<file path="src/common/dispatch_pkg.sv">
// Purpose: Shared constants for the drive input function dispatcher.
// Assumes: 32-bit APB, one aligned word per register.
// Notes: Function codes are those that a terminal may be assigned.
`default_nettype none
package dispatch_pkg;
  localparam int NUM_DI = 5;
  localparam int FUNC_W = 5;
  // Register byte offsets.
  localparam logic [7:0] OFF_FUNC_SEL = 8'h00;
  localparam logic [7:0] OFF_CTRL = 8'h04;
  localparam logic [7:0] OFF_STATUS = 8'h08;
  localparam logic [7:0] OFF_COUNT = 8'h0c;
  localparam logic [7:0] OFF_UPDOWN = 8'h10;
  localparam logic [7:0] OFF_CMD = 8'h14;
  localparam logic [7:0] OFF_TARGET = 8'h18;
  // Control register fields.
  localparam int CTRL_RUN_EXT = 0;
  localparam int CTRL_KEY_STOP = 1;
  localparam int CTRL_STOP_COAST = 2;
  localparam int CTRL_AUTO_RAMP_LSB = 3;
  localparam int CTRL_TORQUE = 6;
  localparam int CTRL_NO_RETAIN = 7;
  localparam int CTRL_RATE_LSB = 8;
  // Command register bits, write-one pulses.
  localparam int CMD_KEY_STOP = 0;
  localparam int CMD_COMM_STOP = 1;
  localparam int CMD_KEY_RESET = 2;
  localparam int CMD_JOG_DIR = 3;
  // Reset values and the up/down saturation limit.
  localparam logic [24:0] RST_FUNC_SEL = 25'h0310400;
  localparam logic [15:0] RST_UPDOWN_RATE = 16'h0010;
  localparam logic [15:0] RST_TARGET = 16'h0000;
  localparam logic [15:0] UPDOWN_MAX = 16'hffff;
  // Auto-ramp modes in which the cancel input is honoured.
  localparam logic [2:0] AUTO_RAMP_MIN = 3'h1;
  localparam logic [2:0] AUTO_RAMP_MAX = 3'h4;
  // Terminal function codes and the fourth terminal's index.
  localparam logic [4:0] FN_STEP1 = 5'h01;
  localparam logic [4:0] FN_STEP2 = 5'h02;
  localparam logic [4:0] FN_STEP3 = 5'h03;
  localparam logic [4:0] FN_STEP4 = 5'h04;
  localparam logic [4:0] FN_RESET = 5'h05;
  localparam logic [4:0] FN_JOG = 5'h06;
  localparam logic [4:0] FN_RAMP_HOLD = 5'h07;
  localparam logic [4:0] FN_ACC_SEL0 = 5'h08;
  localparam logic [4:0] FN_ACC_SEL1 = 5'h09;
  localparam logic [4:0] FN_EXT_FAULT = 5'h0a;
  localparam logic [4:0] FN_GATE_BLOCK = 5'h0b;
  localparam logic [4:0] FN_OUT_STOP = 5'h0c;
  localparam logic [4:0] FN_AUTO_CANCEL = 5'h0d;
  localparam logic [4:0] FN_ANALOG_REF = 5'h0f;
  localparam logic [4:0] FN_FORCE_STOP = 5'h12;
  localparam logic [4:0] FN_UP = 5'h13;
  localparam logic [4:0] FN_DOWN = 5'h14;
  localparam logic [4:0] FN_PID_OFF = 5'h15;
  localparam logic [4:0] FN_CNT_CLEAR = 5'h16;
  localparam logic [4:0] FN_CNT_INPUT = 5'h17;
  localparam logic [4:0] FN_JOG_FWD = 5'h18;
  localparam logic [4:0] FN_JOG_REV = 5'h19;
  localparam int FOURTH_DI = 3;
  // Jog sequencer states.
  typedef enum logic [1:0] {
    JOG_IDLE = 2'b00,
    JOG_WAIT = 2'b01,
    JOG_RUN = 2'b10,
    JOG_DECEL = 2'b11
  } jog_e;
endpackage
`default_nettype wire

</file>
<file path="src/design/input_dispatch.sv">
// Purpose: Decode terminal functions and drive run/stop sequencing signals.
// Assumes: Terminal levels are debounced and synchronous to pclk.
// Notes: Summary of operation follows.
// Summary of operation
// - Terminals with codes 1-4 form a binary multi-step speed number.
// - Reset terminal clears latched fault once its cause is gone.
// - Function-6 jog only honoured with external terminal run source.
// - Jog output starts only after the drive is fully stopped.
// - Jog accepts direction change, comm stop, keypad stop if enabled.
// - Releasing jog decelerates using the jog deceleration time.
// - Ramp hold input freezes the ramp; release resumes from there.
// - Functions 8 and 9 form a two-bit accel/decel time selector.
// - External fault stops, is recorded, holds until restored and reset.
// - Gate block cuts output at once, coasts, and is shown.
// - Output stop cuts output, then restarts to set frequency on release.
// - Auto-ramp cancel works in modes 1-4; active selects linear ramps.
// - Analog reference input forces the analog frequency source.
// - Forced stop ramps the motor down by the stop method setting.
// - Up/down step once per press, then repeat at the set rate.
// - Up/down command clears when stopped at zero frequency.
// - PID disable input turns PID control off.
// - Counter clear input holds the event counter at zero.
// - Fourth input with code 23 increments the counter per press.
// - Codes 24 and 25 jog forward and reverse, external source only.
// - Jog in torque mode switches to speed mode until it ends.
//
// The implementer's own choices: the APB slave port and the register addresses.
`default_nettype none
module input_dispatch
  import dispatch_pkg::*;
(
  // Clock and reset.
  input wire logic pclk,
  input wire logic presetn,
  // APB slave.
  input wire logic psel,
  input wire logic penable,
  input wire logic pwrite,
  input wire logic [7:0] paddr,
  input wire logic [31:0] pwdata,
  output logic [31:0] prdata,
  output logic pready,
  output logic pslverr,
  // Terminals and drive status.
  input wire logic [4:0] di_level,
  input wire logic drive_stopped,
  input wire logic freq_at_zero,
  input wire logic fault_event,
  input wire logic fault_cause,
  // Drive control outputs.
  output logic [3:0] speed_step,
  output logic fault_latched,
  output logic jog_run,
  output logic jog_reverse,
  output logic jog_decel,
  output logic speed_mode_force,
  output logic ramp_hold,
  output logic [1:0] accel_sel,
  output logic external_fault_trip,
  output logic gate_block,
  output logic output_cut,
  output logic linear_ramp,
  output logic freq_src_analog,
  output logic stop_cmd,
  output logic stop_coast,
  output logic pid_disable,
  output logic [15:0] updown_freq,
  output logic [15:0] event_count,
  output logic count_reached
);

  typedef struct packed {
    logic [24:0] func_sel;
    logic run_src_ext;
    logic keypad_stop_enable;
    logic stop_method_setting;
    logic [2:0] auto_ramp_setting;
    logic torque_mode;
    logic no_retain;
    logic [15:0] updown_rate_value;
    logic [15:0] counter_target;
    logic jog_dir;
    logic [4:0] di_prev;
    logic fault;
    logic ext_fault;
    jog_e jog;
    logic [15:0] updown;
    logic [15:0] rate_cnt;
    logic [15:0] count;
    logic [31:0] rdata;
    logic err;
    logic [3:0] step;
    logic hold;
    logic [1:0] acc;
    logic gb;
    logic cut;
    logic lin;
    logic analog;
    logic stop;
    logic pid_off;
  } state_s;

  state_s st_ff;
  state_s nxt_st;

  // True when any terminal assigned the code is at its active level.
  function automatic logic fn_on(input logic [24:0] sel, input logic [4:0] lvl, input logic [4:0] code);
    logic hit;
    hit = 1'b0;
    for (int i = 0; i < NUM_DI; i++) begin
      if (sel[i*FUNC_W +: FUNC_W] == code && lvl[i]) begin
        hit = 1'b1;
      end
    end
    return hit;
  endfunction

  // Decoded APB strobes and terminal levels, now and one cycle back.
  logic wr_en;
  logic rd_setup;
  logic reset_req;
  logic ext_in;
  logic jog_fwd_in;
  logic jog_rev_in;
  logic jog_any;
  logic jog_stop_req;
  logic up_edge;
  logic dn_edge;
  logic up_on;
  logic dn_on;
  logic cnt_edge;
  logic addr_ok;

  assign wr_en = psel && penable && pwrite;
  assign rd_setup = psel && !penable;
  assign addr_ok = (paddr == OFF_FUNC_SEL) || (paddr == OFF_CTRL) || (paddr == OFF_STATUS) ||
                   (paddr == OFF_COUNT) || (paddr == OFF_UPDOWN) || (paddr == OFF_CMD) ||
                   (paddr == OFF_TARGET);
  // Responses are zero-wait: read data is captured in the setup cycle.
  assign pready = psel && penable;
  assign pslverr = psel && penable && st_ff.err;
  assign prdata = st_ff.rdata;

  // Terminal decode shared by the sequencing below.
  always_comb begin
    reset_req = (fn_on(st_ff.func_sel, di_level, FN_RESET) && !fn_on(st_ff.func_sel, st_ff.di_prev, FN_RESET)) ||
                (wr_en && paddr == OFF_CMD && pwdata[CMD_KEY_RESET]);
    ext_in = fn_on(st_ff.func_sel, di_level, FN_EXT_FAULT);
    jog_fwd_in = st_ff.run_src_ext && fn_on(st_ff.func_sel, di_level, FN_JOG_FWD);
    jog_rev_in = st_ff.run_src_ext && fn_on(st_ff.func_sel, di_level, FN_JOG_REV);
    jog_any = jog_fwd_in || jog_rev_in || (st_ff.run_src_ext && fn_on(st_ff.func_sel, di_level, FN_JOG));
    jog_stop_req = (wr_en && paddr == OFF_CMD && pwdata[CMD_COMM_STOP]) ||
                   (wr_en && paddr == OFF_CMD && pwdata[CMD_KEY_STOP] && st_ff.keypad_stop_enable);
    up_on = fn_on(st_ff.func_sel, di_level, FN_UP);
    dn_on = fn_on(st_ff.func_sel, di_level, FN_DOWN);
    up_edge = up_on && !fn_on(st_ff.func_sel, st_ff.di_prev, FN_UP);
    dn_edge = dn_on && !fn_on(st_ff.func_sel, st_ff.di_prev, FN_DOWN);
    cnt_edge = st_ff.func_sel[FOURTH_DI*FUNC_W +: FUNC_W] == FN_CNT_INPUT &&
               di_level[FOURTH_DI] && !st_ff.di_prev[FOURTH_DI];
  end

  // Next-state logic for the whole block.
  always_comb begin
    nxt_st = st_ff;
    nxt_st.di_prev = di_level;
    // Register writes take effect at the access edge.
    if (wr_en) begin
      case (paddr)
        OFF_FUNC_SEL: nxt_st.func_sel = pwdata[24:0];
        OFF_CTRL: begin
          nxt_st.run_src_ext = pwdata[CTRL_RUN_EXT];
          nxt_st.keypad_stop_enable = pwdata[CTRL_KEY_STOP];
          nxt_st.stop_method_setting = pwdata[CTRL_STOP_COAST];
          nxt_st.auto_ramp_setting = pwdata[CTRL_AUTO_RAMP_LSB +: 3];
          nxt_st.torque_mode = pwdata[CTRL_TORQUE];
          nxt_st.no_retain = pwdata[CTRL_NO_RETAIN];
          nxt_st.updown_rate_value = pwdata[CTRL_RATE_LSB +: 16];
        end
        OFF_CMD: begin
          if (pwdata[CMD_JOG_DIR]) begin
            nxt_st.jog_dir = !st_ff.jog_dir;
          end
        end
        OFF_TARGET: nxt_st.counter_target = pwdata[15:0];
        default: ;
      endcase
    end
    // Read data and error are prepared in the setup cycle.
    if (rd_setup) begin
      nxt_st.err = !addr_ok;
      case (paddr)
        OFF_FUNC_SEL: nxt_st.rdata = {7'h00, st_ff.func_sel};
        OFF_CTRL: nxt_st.rdata = {8'h00, st_ff.updown_rate_value, st_ff.no_retain, st_ff.torque_mode,
                                  st_ff.auto_ramp_setting, st_ff.stop_method_setting,
                                  st_ff.keypad_stop_enable, st_ff.run_src_ext};
        OFF_STATUS: nxt_st.rdata = {19'h00000, st_ff.step, st_ff.jog_dir, st_ff.jog, st_ff.pid_off,
                                    st_ff.analog, st_ff.cut, st_ff.gb, st_ff.ext_fault, st_ff.fault};
        OFF_COUNT: nxt_st.rdata = {16'h0000, st_ff.count};
        OFF_UPDOWN: nxt_st.rdata = {16'h0000, st_ff.updown};
        OFF_TARGET: nxt_st.rdata = {16'h0000, st_ff.counter_target};
        default: nxt_st.rdata = 32'h00000000;
      endcase
    end
    // Static decode, registered one cycle after the terminal level.
    nxt_st.step = {fn_on(st_ff.func_sel, di_level, FN_STEP4), fn_on(st_ff.func_sel, di_level, FN_STEP3),
                   fn_on(st_ff.func_sel, di_level, FN_STEP2), fn_on(st_ff.func_sel, di_level, FN_STEP1)};
    nxt_st.hold = fn_on(st_ff.func_sel, di_level, FN_RAMP_HOLD);
    nxt_st.acc = {fn_on(st_ff.func_sel, di_level, FN_ACC_SEL1), fn_on(st_ff.func_sel, di_level, FN_ACC_SEL0)};
    nxt_st.gb = fn_on(st_ff.func_sel, di_level, FN_GATE_BLOCK);
    nxt_st.cut = nxt_st.gb || fn_on(st_ff.func_sel, di_level, FN_OUT_STOP);
    nxt_st.lin = fn_on(st_ff.func_sel, di_level, FN_AUTO_CANCEL) && st_ff.auto_ramp_setting >= AUTO_RAMP_MIN &&
                 st_ff.auto_ramp_setting <= AUTO_RAMP_MAX;
    nxt_st.analog = fn_on(st_ff.func_sel, di_level, FN_ANALOG_REF);
    nxt_st.pid_off = fn_on(st_ff.func_sel, di_level, FN_PID_OFF);
    // A stop follows a live or latched external fault or the forced stop terminal.
    nxt_st.stop = st_ff.ext_fault || ext_in || fn_on(st_ff.func_sel, di_level, FN_FORCE_STOP);
    // Faults: the set wins over a reset in the same cycle.
    if (reset_req && !fault_cause && !ext_in) begin
      nxt_st.fault = 1'b0;
      nxt_st.ext_fault = 1'b0;
    end
    if (ext_in) begin
      nxt_st.ext_fault = 1'b1;
      nxt_st.fault = 1'b1;
    end
    if (fault_event) begin
      nxt_st.fault = 1'b1;
    end
    // Jog sequencer.
    case (st_ff.jog)
      JOG_IDLE: begin
        if (jog_any && !st_ff.fault) begin
          nxt_st.jog = JOG_WAIT;
        end
      end
      JOG_WAIT: begin
        if (!jog_any) begin
          nxt_st.jog = JOG_IDLE;
        end else if (drive_stopped) begin
          nxt_st.jog = JOG_RUN;
        end
      end
      JOG_RUN: begin
        if (!jog_any || jog_stop_req || st_ff.fault) begin
          nxt_st.jog = JOG_DECEL;
        end
        if (jog_fwd_in) begin
          nxt_st.jog_dir = 1'b0;
        end else if (jog_rev_in) begin
          nxt_st.jog_dir = 1'b1;
        end
      end
      JOG_DECEL: begin
        if (drive_stopped) begin
          nxt_st.jog = JOG_IDLE;
        end
      end
      default: nxt_st.jog = JOG_IDLE;
    endcase
    if (st_ff.jog == JOG_IDLE && jog_any) begin
      nxt_st.jog_dir = jog_rev_in ? 1'b1 : (jog_fwd_in ? 1'b0 : st_ff.jog_dir);
    end
    // Up/down stepping: one step per edge, then repeats while held.
    if (up_edge || dn_edge) begin
      nxt_st.rate_cnt = st_ff.updown_rate_value;
    end else if (up_on || dn_on) begin
      nxt_st.rate_cnt = (st_ff.rate_cnt == 16'h0000) ? st_ff.updown_rate_value : st_ff.rate_cnt - 16'h0001;
    end
    if ((up_edge || (up_on && st_ff.rate_cnt == 16'h0000)) && !dn_on && st_ff.updown != UPDOWN_MAX) begin
      nxt_st.updown = st_ff.updown + 16'h0001;
    end else if ((dn_edge || (dn_on && st_ff.rate_cnt == 16'h0000)) && !up_on && st_ff.updown != 16'h0000) begin
      nxt_st.updown = st_ff.updown - 16'h0001;
    end
    if (drive_stopped && (freq_at_zero || st_ff.no_retain)) begin
      nxt_st.updown = 16'h0000;
    end
    // Event counter: clear input wins while held.
    if (fn_on(st_ff.func_sel, di_level, FN_CNT_CLEAR)) begin
      nxt_st.count = 16'h0000;
    end else if (cnt_edge) begin
      nxt_st.count = st_ff.count + 16'h0001;
    end
  end

  // Single state register.
  always_ff @(posedge pclk or negedge presetn) begin
    if (!presetn) begin
      st_ff <= '{func_sel: RST_FUNC_SEL, updown_rate_value: RST_UPDOWN_RATE,
                 counter_target: RST_TARGET, jog: JOG_IDLE, default: '0};
    end else begin
      st_ff <= nxt_st;
    end
  end

  // Outputs, all from the state register.
  assign speed_step = st_ff.step;
  assign fault_latched = st_ff.fault;
  assign jog_run = st_ff.jog == JOG_RUN;
  assign jog_reverse = st_ff.jog_dir;
  assign jog_decel = st_ff.jog == JOG_DECEL;
  assign speed_mode_force = st_ff.torque_mode && (st_ff.jog != JOG_IDLE);
  assign ramp_hold = st_ff.hold;
  assign accel_sel = st_ff.acc;
  assign external_fault_trip = st_ff.ext_fault;
  assign gate_block = st_ff.gb;
  assign output_cut = st_ff.cut;
  assign linear_ramp = st_ff.lin;
  assign freq_src_analog = st_ff.analog;
  assign stop_cmd = st_ff.stop;
  assign stop_coast = st_ff.stop_method_setting;
  assign pid_disable = st_ff.pid_off;
  assign updown_freq = st_ff.updown;
  assign event_count = st_ff.count;
  assign count_reached = st_ff.count >= st_ff.counter_target;
endmodule
`default_nettype wire

</file>
<file path="config.mk">
export PLATFORM = sky130hd
export DESIGN_NAME = input_dispatch
export DESIGN_NICKNAME = d
export VERILOG_FILES = /design/src/common/dispatch_pkg.sv /design/src/design/input_dispatch.sv
export SDC_FILE = /design/constraint.sdc
export NUM_CORES = 1
export LEC_CHECK = 0
export ABC_AREA = 0
export BUFFER_PORTS_ARGS = -buffer_cell sky130_fd_sc_hd__buf_2
export CAP_MARGIN = 20
export CORE_ASPECT_RATIO = 1.25
export CORE_MARGIN = 2
export CORE_UTILIZATION = 57
export CTS_CLUSTER_DIAMETER = 40
export DETAILED_ROUTE_END_ITERATION = 8
export PLACE_DENSITY = 0.8
export SETUP_SLACK_MARGIN = 0.05
export SLEW_MARGIN = 0
export SYNTH_ARGS = -nofsm -noshare
export SYNTH_HDL_FRONTEND = slang
export SYNTH_SLANG_ARGS = --single-unit
</file>
<file path="constraint.sdc">
create_clock -name pclk -period 5.75 [get_ports pclk]
set_input_delay 0.575 -clock pclk [delete_from_list [all_inputs] [get_ports pclk]]
set_output_delay 0.575 -clock pclk [all_outputs]
set_load 0.01 [all_outputs]
</file>
==> results of run 1 <==
==> report_power, final <==
group          leakage [nW]  internal [mW]  switching, mW
Clock                 0.290          0.659          0.511
Combinational          2.98         0.0724          0.123
Sequential             2.19           1.16         0.0245
Total                  5.46           1.89          0.658
==> per-layer routing <==
| metal | vias up | global-route usage, % |
|---|---|---|
| met5 | - | 0 |
| met3 | 84 | 4.92 |
| met2 | 434 | 53.8 |
| met4 | 2 | 16.5 |
| met1 | 4238 | 38.9 |
| li1 | 3982 | - |
==> synthesized netlist by cell type, types with 8 or more instances <==
cell,n
dfrtp_1,157
nor2_1,82
nand2_1,79
buf_4,73
mux2_2,62
mux2i_1,55
o21ai_0,46
inv_1,38
ha_1,34
nor3_1,33
clkbuf_1,30
o22ai_1,28
a21oi_1,27
nand3_1,25
nand2b_1,21
buf_2,20
nand4_1,20
nor4_1,18
a21o_1,16
a221oi_1,16
nor2b_1,16
a22oi_1,14
xnor2_1,14
xor2_1,14
a31oi_1,13
a211oi_1,10
nor3b_1,8
or3_1,8
==> sequential cells by signal, summed over array words and instances, names as in the netlist, named ones only <==
| register | flops |
|---|---|
| pid_disable | 1 |
| updown_freq | 16 |
| gate_block | 1 |
| jog_reverse | 1 |
| accel_sel | 2 |
| output_cut | 1 |
| stop_coast | 1 |
| event_count | 16 |
| speed_step | 4 |
| stop_cmd | 1 |
| freq_src_analog | 1 |
| ramp_hold | 1 |
| prdata | 25 |
| st_ff | 87 |
| linear_ramp | 1 |
| external_fault_trip | 1 |
| fault_latched | 1 |
==> logic make-up (layout without fill, tap and decap cells) <==
kind of cell    Yosys count  in the layout  synth area share, %
flops                   162            162                 38.9
xor+xnor                 29             29                 2.51
mux                     118            118                 12.1
fa+ha+maj                35             35                 4.27
other cells               1              7               0.0359
buf+inv                 168            208                 9.14
compound gates          219            219                 14.4
simple gates            363            363                 18.6
==> worst paths after layout <==
check,cells past startpoint,slack [ps],endpoint,start
setup / recovery,13,1340,updown_freq[15],st_ff[155]
hold / removal,1,310,st_ff[100],di_level[2]
setup reg to reg,13,1340,updown_freq[15],st_ff[155]
hold reg to reg,2,470,prdata[21],prdata[21]
max in group asynchronous,3,4400,st_ff[132],presetn
min in group asynchronous,2,500,prdata[13],presetn
==> through the flow <==
step,power (mW),cell area (um2)
after CTS,2.55,11300
after global routing,2.62,11300
after detailed placement,1.39,10700
after floorplan,1.31,10500
after global placement,1.39,10700
final,2.55,11300
==> worst max-delay path: stages, from the launching register on <==
cell       delay [ps]
dfrtp_1           680
nand2_1           290
nor3_1            470
or4_1             250
o2111ai_2         380
buf_4             340
ha_1              340
a21oi_1           210
o21ai_0           130
a31oi_1           260
a211oi_1          160
a31o_2            290
or4_1             390
o211ai_1          120
==> what timing repair did <==
item / CTS / global route
hold buffers: 0 / 1
hold endpoints to repair: 0 / 6
resized for setup: 0 / 0
==> area by class of cell <==
cell class / count / area share (%)
multi-input cells: 771 / 48.4
well taps: 228 / 2.52
clock buffers: 19 / 3.92
clock inverters: 13 / 1.33
flip-flops and latches: 162 / 35.9
repair buffers: 138 / 6.70
inverters: 38 / 1.26
==> flow_metrics.tcl, run 1 <==
set metrics [dict create \
    required_ps 6100 \
    io_buffers 126 \
    grt_max_degree 114 \
    crit_arrival_ps 4760 \
    start_kind "flip-flop" \
    regArea_um2 4060 \
    synth_cells 1095 \
    dr_wl_met2_um 15000 \
    drc 0 \
    hold_viol_final 0 \
    wl_per_cell_um 22.5 \
    tns_ps 0 \
    layout_commonest_cell "dfrtp_1" \
    finalSetupViolCount 0 \
    dieArea_um2 19400 \
    power.density_nw_per_um2 225 \
    yosysTopAreaCell "dfrtp_1" \
    synth-edff-count 0 \
    synthToLayoutAreaGrowth_pct 8.35 \
    die_x_um 125 \
    min_period_over_period_pct 76.6 \
    nFillCells 1534 \
    cts_htree_levels 4 \
    globalplace.congestion 0.944 \
    yosys_warnings 0 \
    wl_um 30800 \
    max_freq_mhz 227 \
    cts_setup_buffers 0 \
    async_reset_ff_share_pct 100 \
    drtIter0Drc 722 \
    ioPinCount 141 \
    ys_ff_latch 162 \
    antenna_found_initial 1 \
    cts_tree "built" \
    first_pass_iters 6 \
    p_leak_nw 5.46 \
    min_path_type "in -> reg" \
    period_needed_ps 4410 \
    drive_gt1_share_pct 22.8 \
    gr-total-overflow 0 \
    clk_latency_ps 440 \
    worstPathMaxFanout 13 \
    dp_hpwl_um 23100 \
    clockBufferDepth 2 \
    synth.top_cell.area_share_pct 37.7 \
    finalMaxSlewViolations 0 \
    start_util_pct 57.9 \
    setup_slack_ps 1340 \
    die_y_um 155 \
    peakVddDrop_mv 0.191 \
    dp.cells 1335 \
    slew_headroom_pct 30.7 \
    cap_violations 0 \
    syn_area_per_cell_um2 9.53 \
    clkTransAtPathRegs_ps 70 \
    multi_input_comb_area_um2 5470 \
    synthFlopType "dfrtp_1" \
    postRouteAntennaNets 0 \
    ys_seq_area_share_pct 38.9 \
    final_core_util_pct 62.7 \
    topRoutingLayerUsed "met5" \
    coreArea_um2 18000 \
    fin_worst_skew_ps 15.5 \
    instances_no_fill 1369 \
    grt_pass1_wl_um 47600 \
    critPathKind "reg -> reg" \
    synth.distinct_cells 82 \
    n_antenna_cell 0 \
    final_cell_mix "157 x dfrtp_1, 125 x buf_2, 82 x nor2_1" \
    cts_made_buffers 17 \
    clock_sinks 162 \
    rsz0062_at_grt "no" \
    place_ws_ps 1490 \
    first_global_vias 8376 \
    synth_area_leaders "dfrtp_1 38%, mux2_2 6.7%, mux2i_1 5.3%" \
    worst_hold_slack_ps 315 \
    grt.total_usage_pct 31.6 \
    row_count 55 \
    nets 1217 \
    wl_met3_um 2030 \
    worst_slew_pin_slew_ps 1040 \
    root_buffer "clkbuf_16" \
    wl_met1_um 12100 \
    netlist_area_um2 10400 \
    status "finished, final reports clean" \
    post_drt_via_cell_ratio 6.38 \
    vias 8740 \
    end_kind "flip-flop" \
]
Note: power is estimated with default switching activity, not from simulation.
==> inputs of run 2 (changes only) <==
Clock period 5.75 ns to 4.45 ns, I/O delays scaled along.
==> flow_metrics.tcl, run 2 (same netlist as run 1, synthesis figures left out) <==
set metrics [dict create \
    status "finished, final reports clean" \
    tns_ps 0 \
    clockBufferDepth 2 \
    min_path_type "in -> reg" \
    hold_depth 1 \
    worstPathMaxFanout 13 \
    timing.critical_path.mode_cell "ha_1" \
    max_freq_mhz 247 \
    critPathSlowestCell "dfrtp_1" \
    drtIter0Drc 832 \
    min_period_over_period_pct 90.9 \
    nets 1238 \
    place_ws_ps 356 \
    gr-total-overflow 0 \
    drive_gt1_share_pct 24.3 \
    r2r_cells 15 \
    cts_made_buffers 17 \
    largest_reg_flops 87 \
    multi_input_comb_area_um2 5480 \
    wl_um 31100 \
    p_leak_nw 5.57 \
    grt_max_degree 111 \
    wl_per_cell_um 22.4 \
    regMostFlops "st_ff" \
    io_buffers 126 \
    drc 0 \
    end_kind "flip-flop" \
    min_from "di_level[0]" \
    clk_latency_ps 440 \
    layout_commonest_cell "dfrtp_1" \
    post_drt_via_cell_ratio 6.32 \
    dp.cells 1356 \
    rsz0062_at_grt "no" \
    dpl-instance-area_um2 10800 \
    clkTransAtPathRegs_ps 70 \
    critPathMaxStageDelay_ps 400 \
    slew_headroom_pct 30.9 \
    start_util_pct 57.9 \
    crit_arrival_ps 4400 \
    r2r-end "updown_freq[15]" \
    globalplace.congestion 0.950 \
    final_cell_mix "157 x dfrtp_1, 125 x buf_2, 82 x nor2_1" \
    vias 8786 \
    die_y_um 155 \
    root_buffer "clkbuf_16" \
    antenna_found_initial 0 \
    clock_sinks 162 \
    ioPinCount 141 \
    start_kind "flip-flop" \
    coreArea_um2 18000 \
    cts_htree_levels 4 \
    peakVddDrop_mv 0.265 \
    path_cells "inv_1, ha_1, nor4b_4, nand2_2, nor4_4, o2111ai_4, buf_4, ha_1, a21oi_1, o21ai_0, a31oi_1, a211oi_1, a31o_2, or4_1, o211ai_1" \
    finalMaxSlewViolations 0 \
    regArea_um2 4060 \
    grt_pass1_wl_um 47900 \
    critPathKind "reg -> reg" \
    power.density_nw_per_um2 288 \
    grt.total_usage_pct 31.9 \
    nFillCells 1521 \
    holdPathEnd "st_ff[98]" \
    postRouteAntennaNets 0 \
    worst_slew_pin_slew_ps 1030 \
    setup_slack_ps 405 \
    period_needed_ps 4050 \
    row_count 55 \
    worst_hold_slack_ps 194 \
    r2r-start "st_ff[62]" \
    r2r_slack_ps 400 \
    hold_viol_final 0 \
    final_area_um2 11500 \
    cap_violations 0 \
    synthToLayoutAreaGrowth_pct 10.0 \
    first_global_vias 8604 \
    fin_worst_skew_ps 11.2 \
    die_x_um 125 \
    dieArea_um2 19400 \
    cts_tree "built" \
    first_pass_iters 5 \
    finalSetupViolCount 0 \
    dp_hpwl_um 23500 \
    instances_no_fill 1391 \
    required_ps 4810 \
]
## run 2: cell count changes in the layout (fill, tap and decap cells not counted), sizes merged
cell,change
buf,+21
clkinv,-3
clkinvlp,+1
diode,+1
inv,+2
## run 2: cell type report
class	count	area share [%]
diodes	1	0.0218
clock buffers	19	3.95
clock inverters	13	1.30
inverters	38	1.24
multi-input cells	771	47.7
flip-flops and latches	162	35.4
well taps	228	2.49
repair buffers	159	7.90
## run 2: worst max-delay path by stage
| stage | start | to |
|---|---|---|
| 3_5_place_dp | st_ff[62] | updown_freq[15] |
| 6_report | st_ff[62] | updown_freq[15] |
| 4_1_cts | st_ff[62] | updown_freq[15] |
| 2_1_floorplan | st_ff[62] | updown_freq[14] |
| 3_3_place_gp | st_ff[62] | updown_freq[15] |
| 5_1_grt | st_ff[62] | updown_freq[15] |
## run 2: metrics by stage
stage | power, mW | util (%)
after floorplan | 1.70 | -
after global placement | 1.80 | 60.0
after detailed placement | 1.81 | 60.0
after CTS | 3.31 | 63.4
after global routing | 3.41 | 63.6
final | 3.31 | 63.7
## run 2: metal layers
| layer | wire, um | vias up | GRT usage (%) |
|---|---|---|---|
| li1 | - | 4031 | - |
| met5 | 0 | - | 0 |
| met3 | 1850 | 88 | 4.78 |
| met1 | 12100 | 4283 | 38.3 |
| met4 | 1670 | 0 | 17.1 |
| met2 | 15500 | 384 | 55.4 |
## run 2: critical path, delay by kind of cell, from the launching register on
family                     cells  cell delay, ps
adders and majority gates      2             550
AOI/OAI and AO/OA              7            1420
and+or+nand+nor                4            1230
DFF                            1             400
buffers and inverters          2             360
## run 2: repair_timing
action / in CTS / in global routing
resized for setup: 0 / 1
buffers inserted: 0 / 0
endpoints found under the setup margin: 0 / 1
hold buffers: 0 / 1
hold endpoints to repair: 0 / 9
## run 2: power by group
part           switching (mW)  internal (mW)  total (mW)  leakage [nW]
Combinational           0.163         0.0963       0.260          3.08
Clock                   0.653          0.867        1.52         0.293
Sequential             0.0280           1.50        1.53          2.19
Total                   0.844           2.46        3.31          5.57
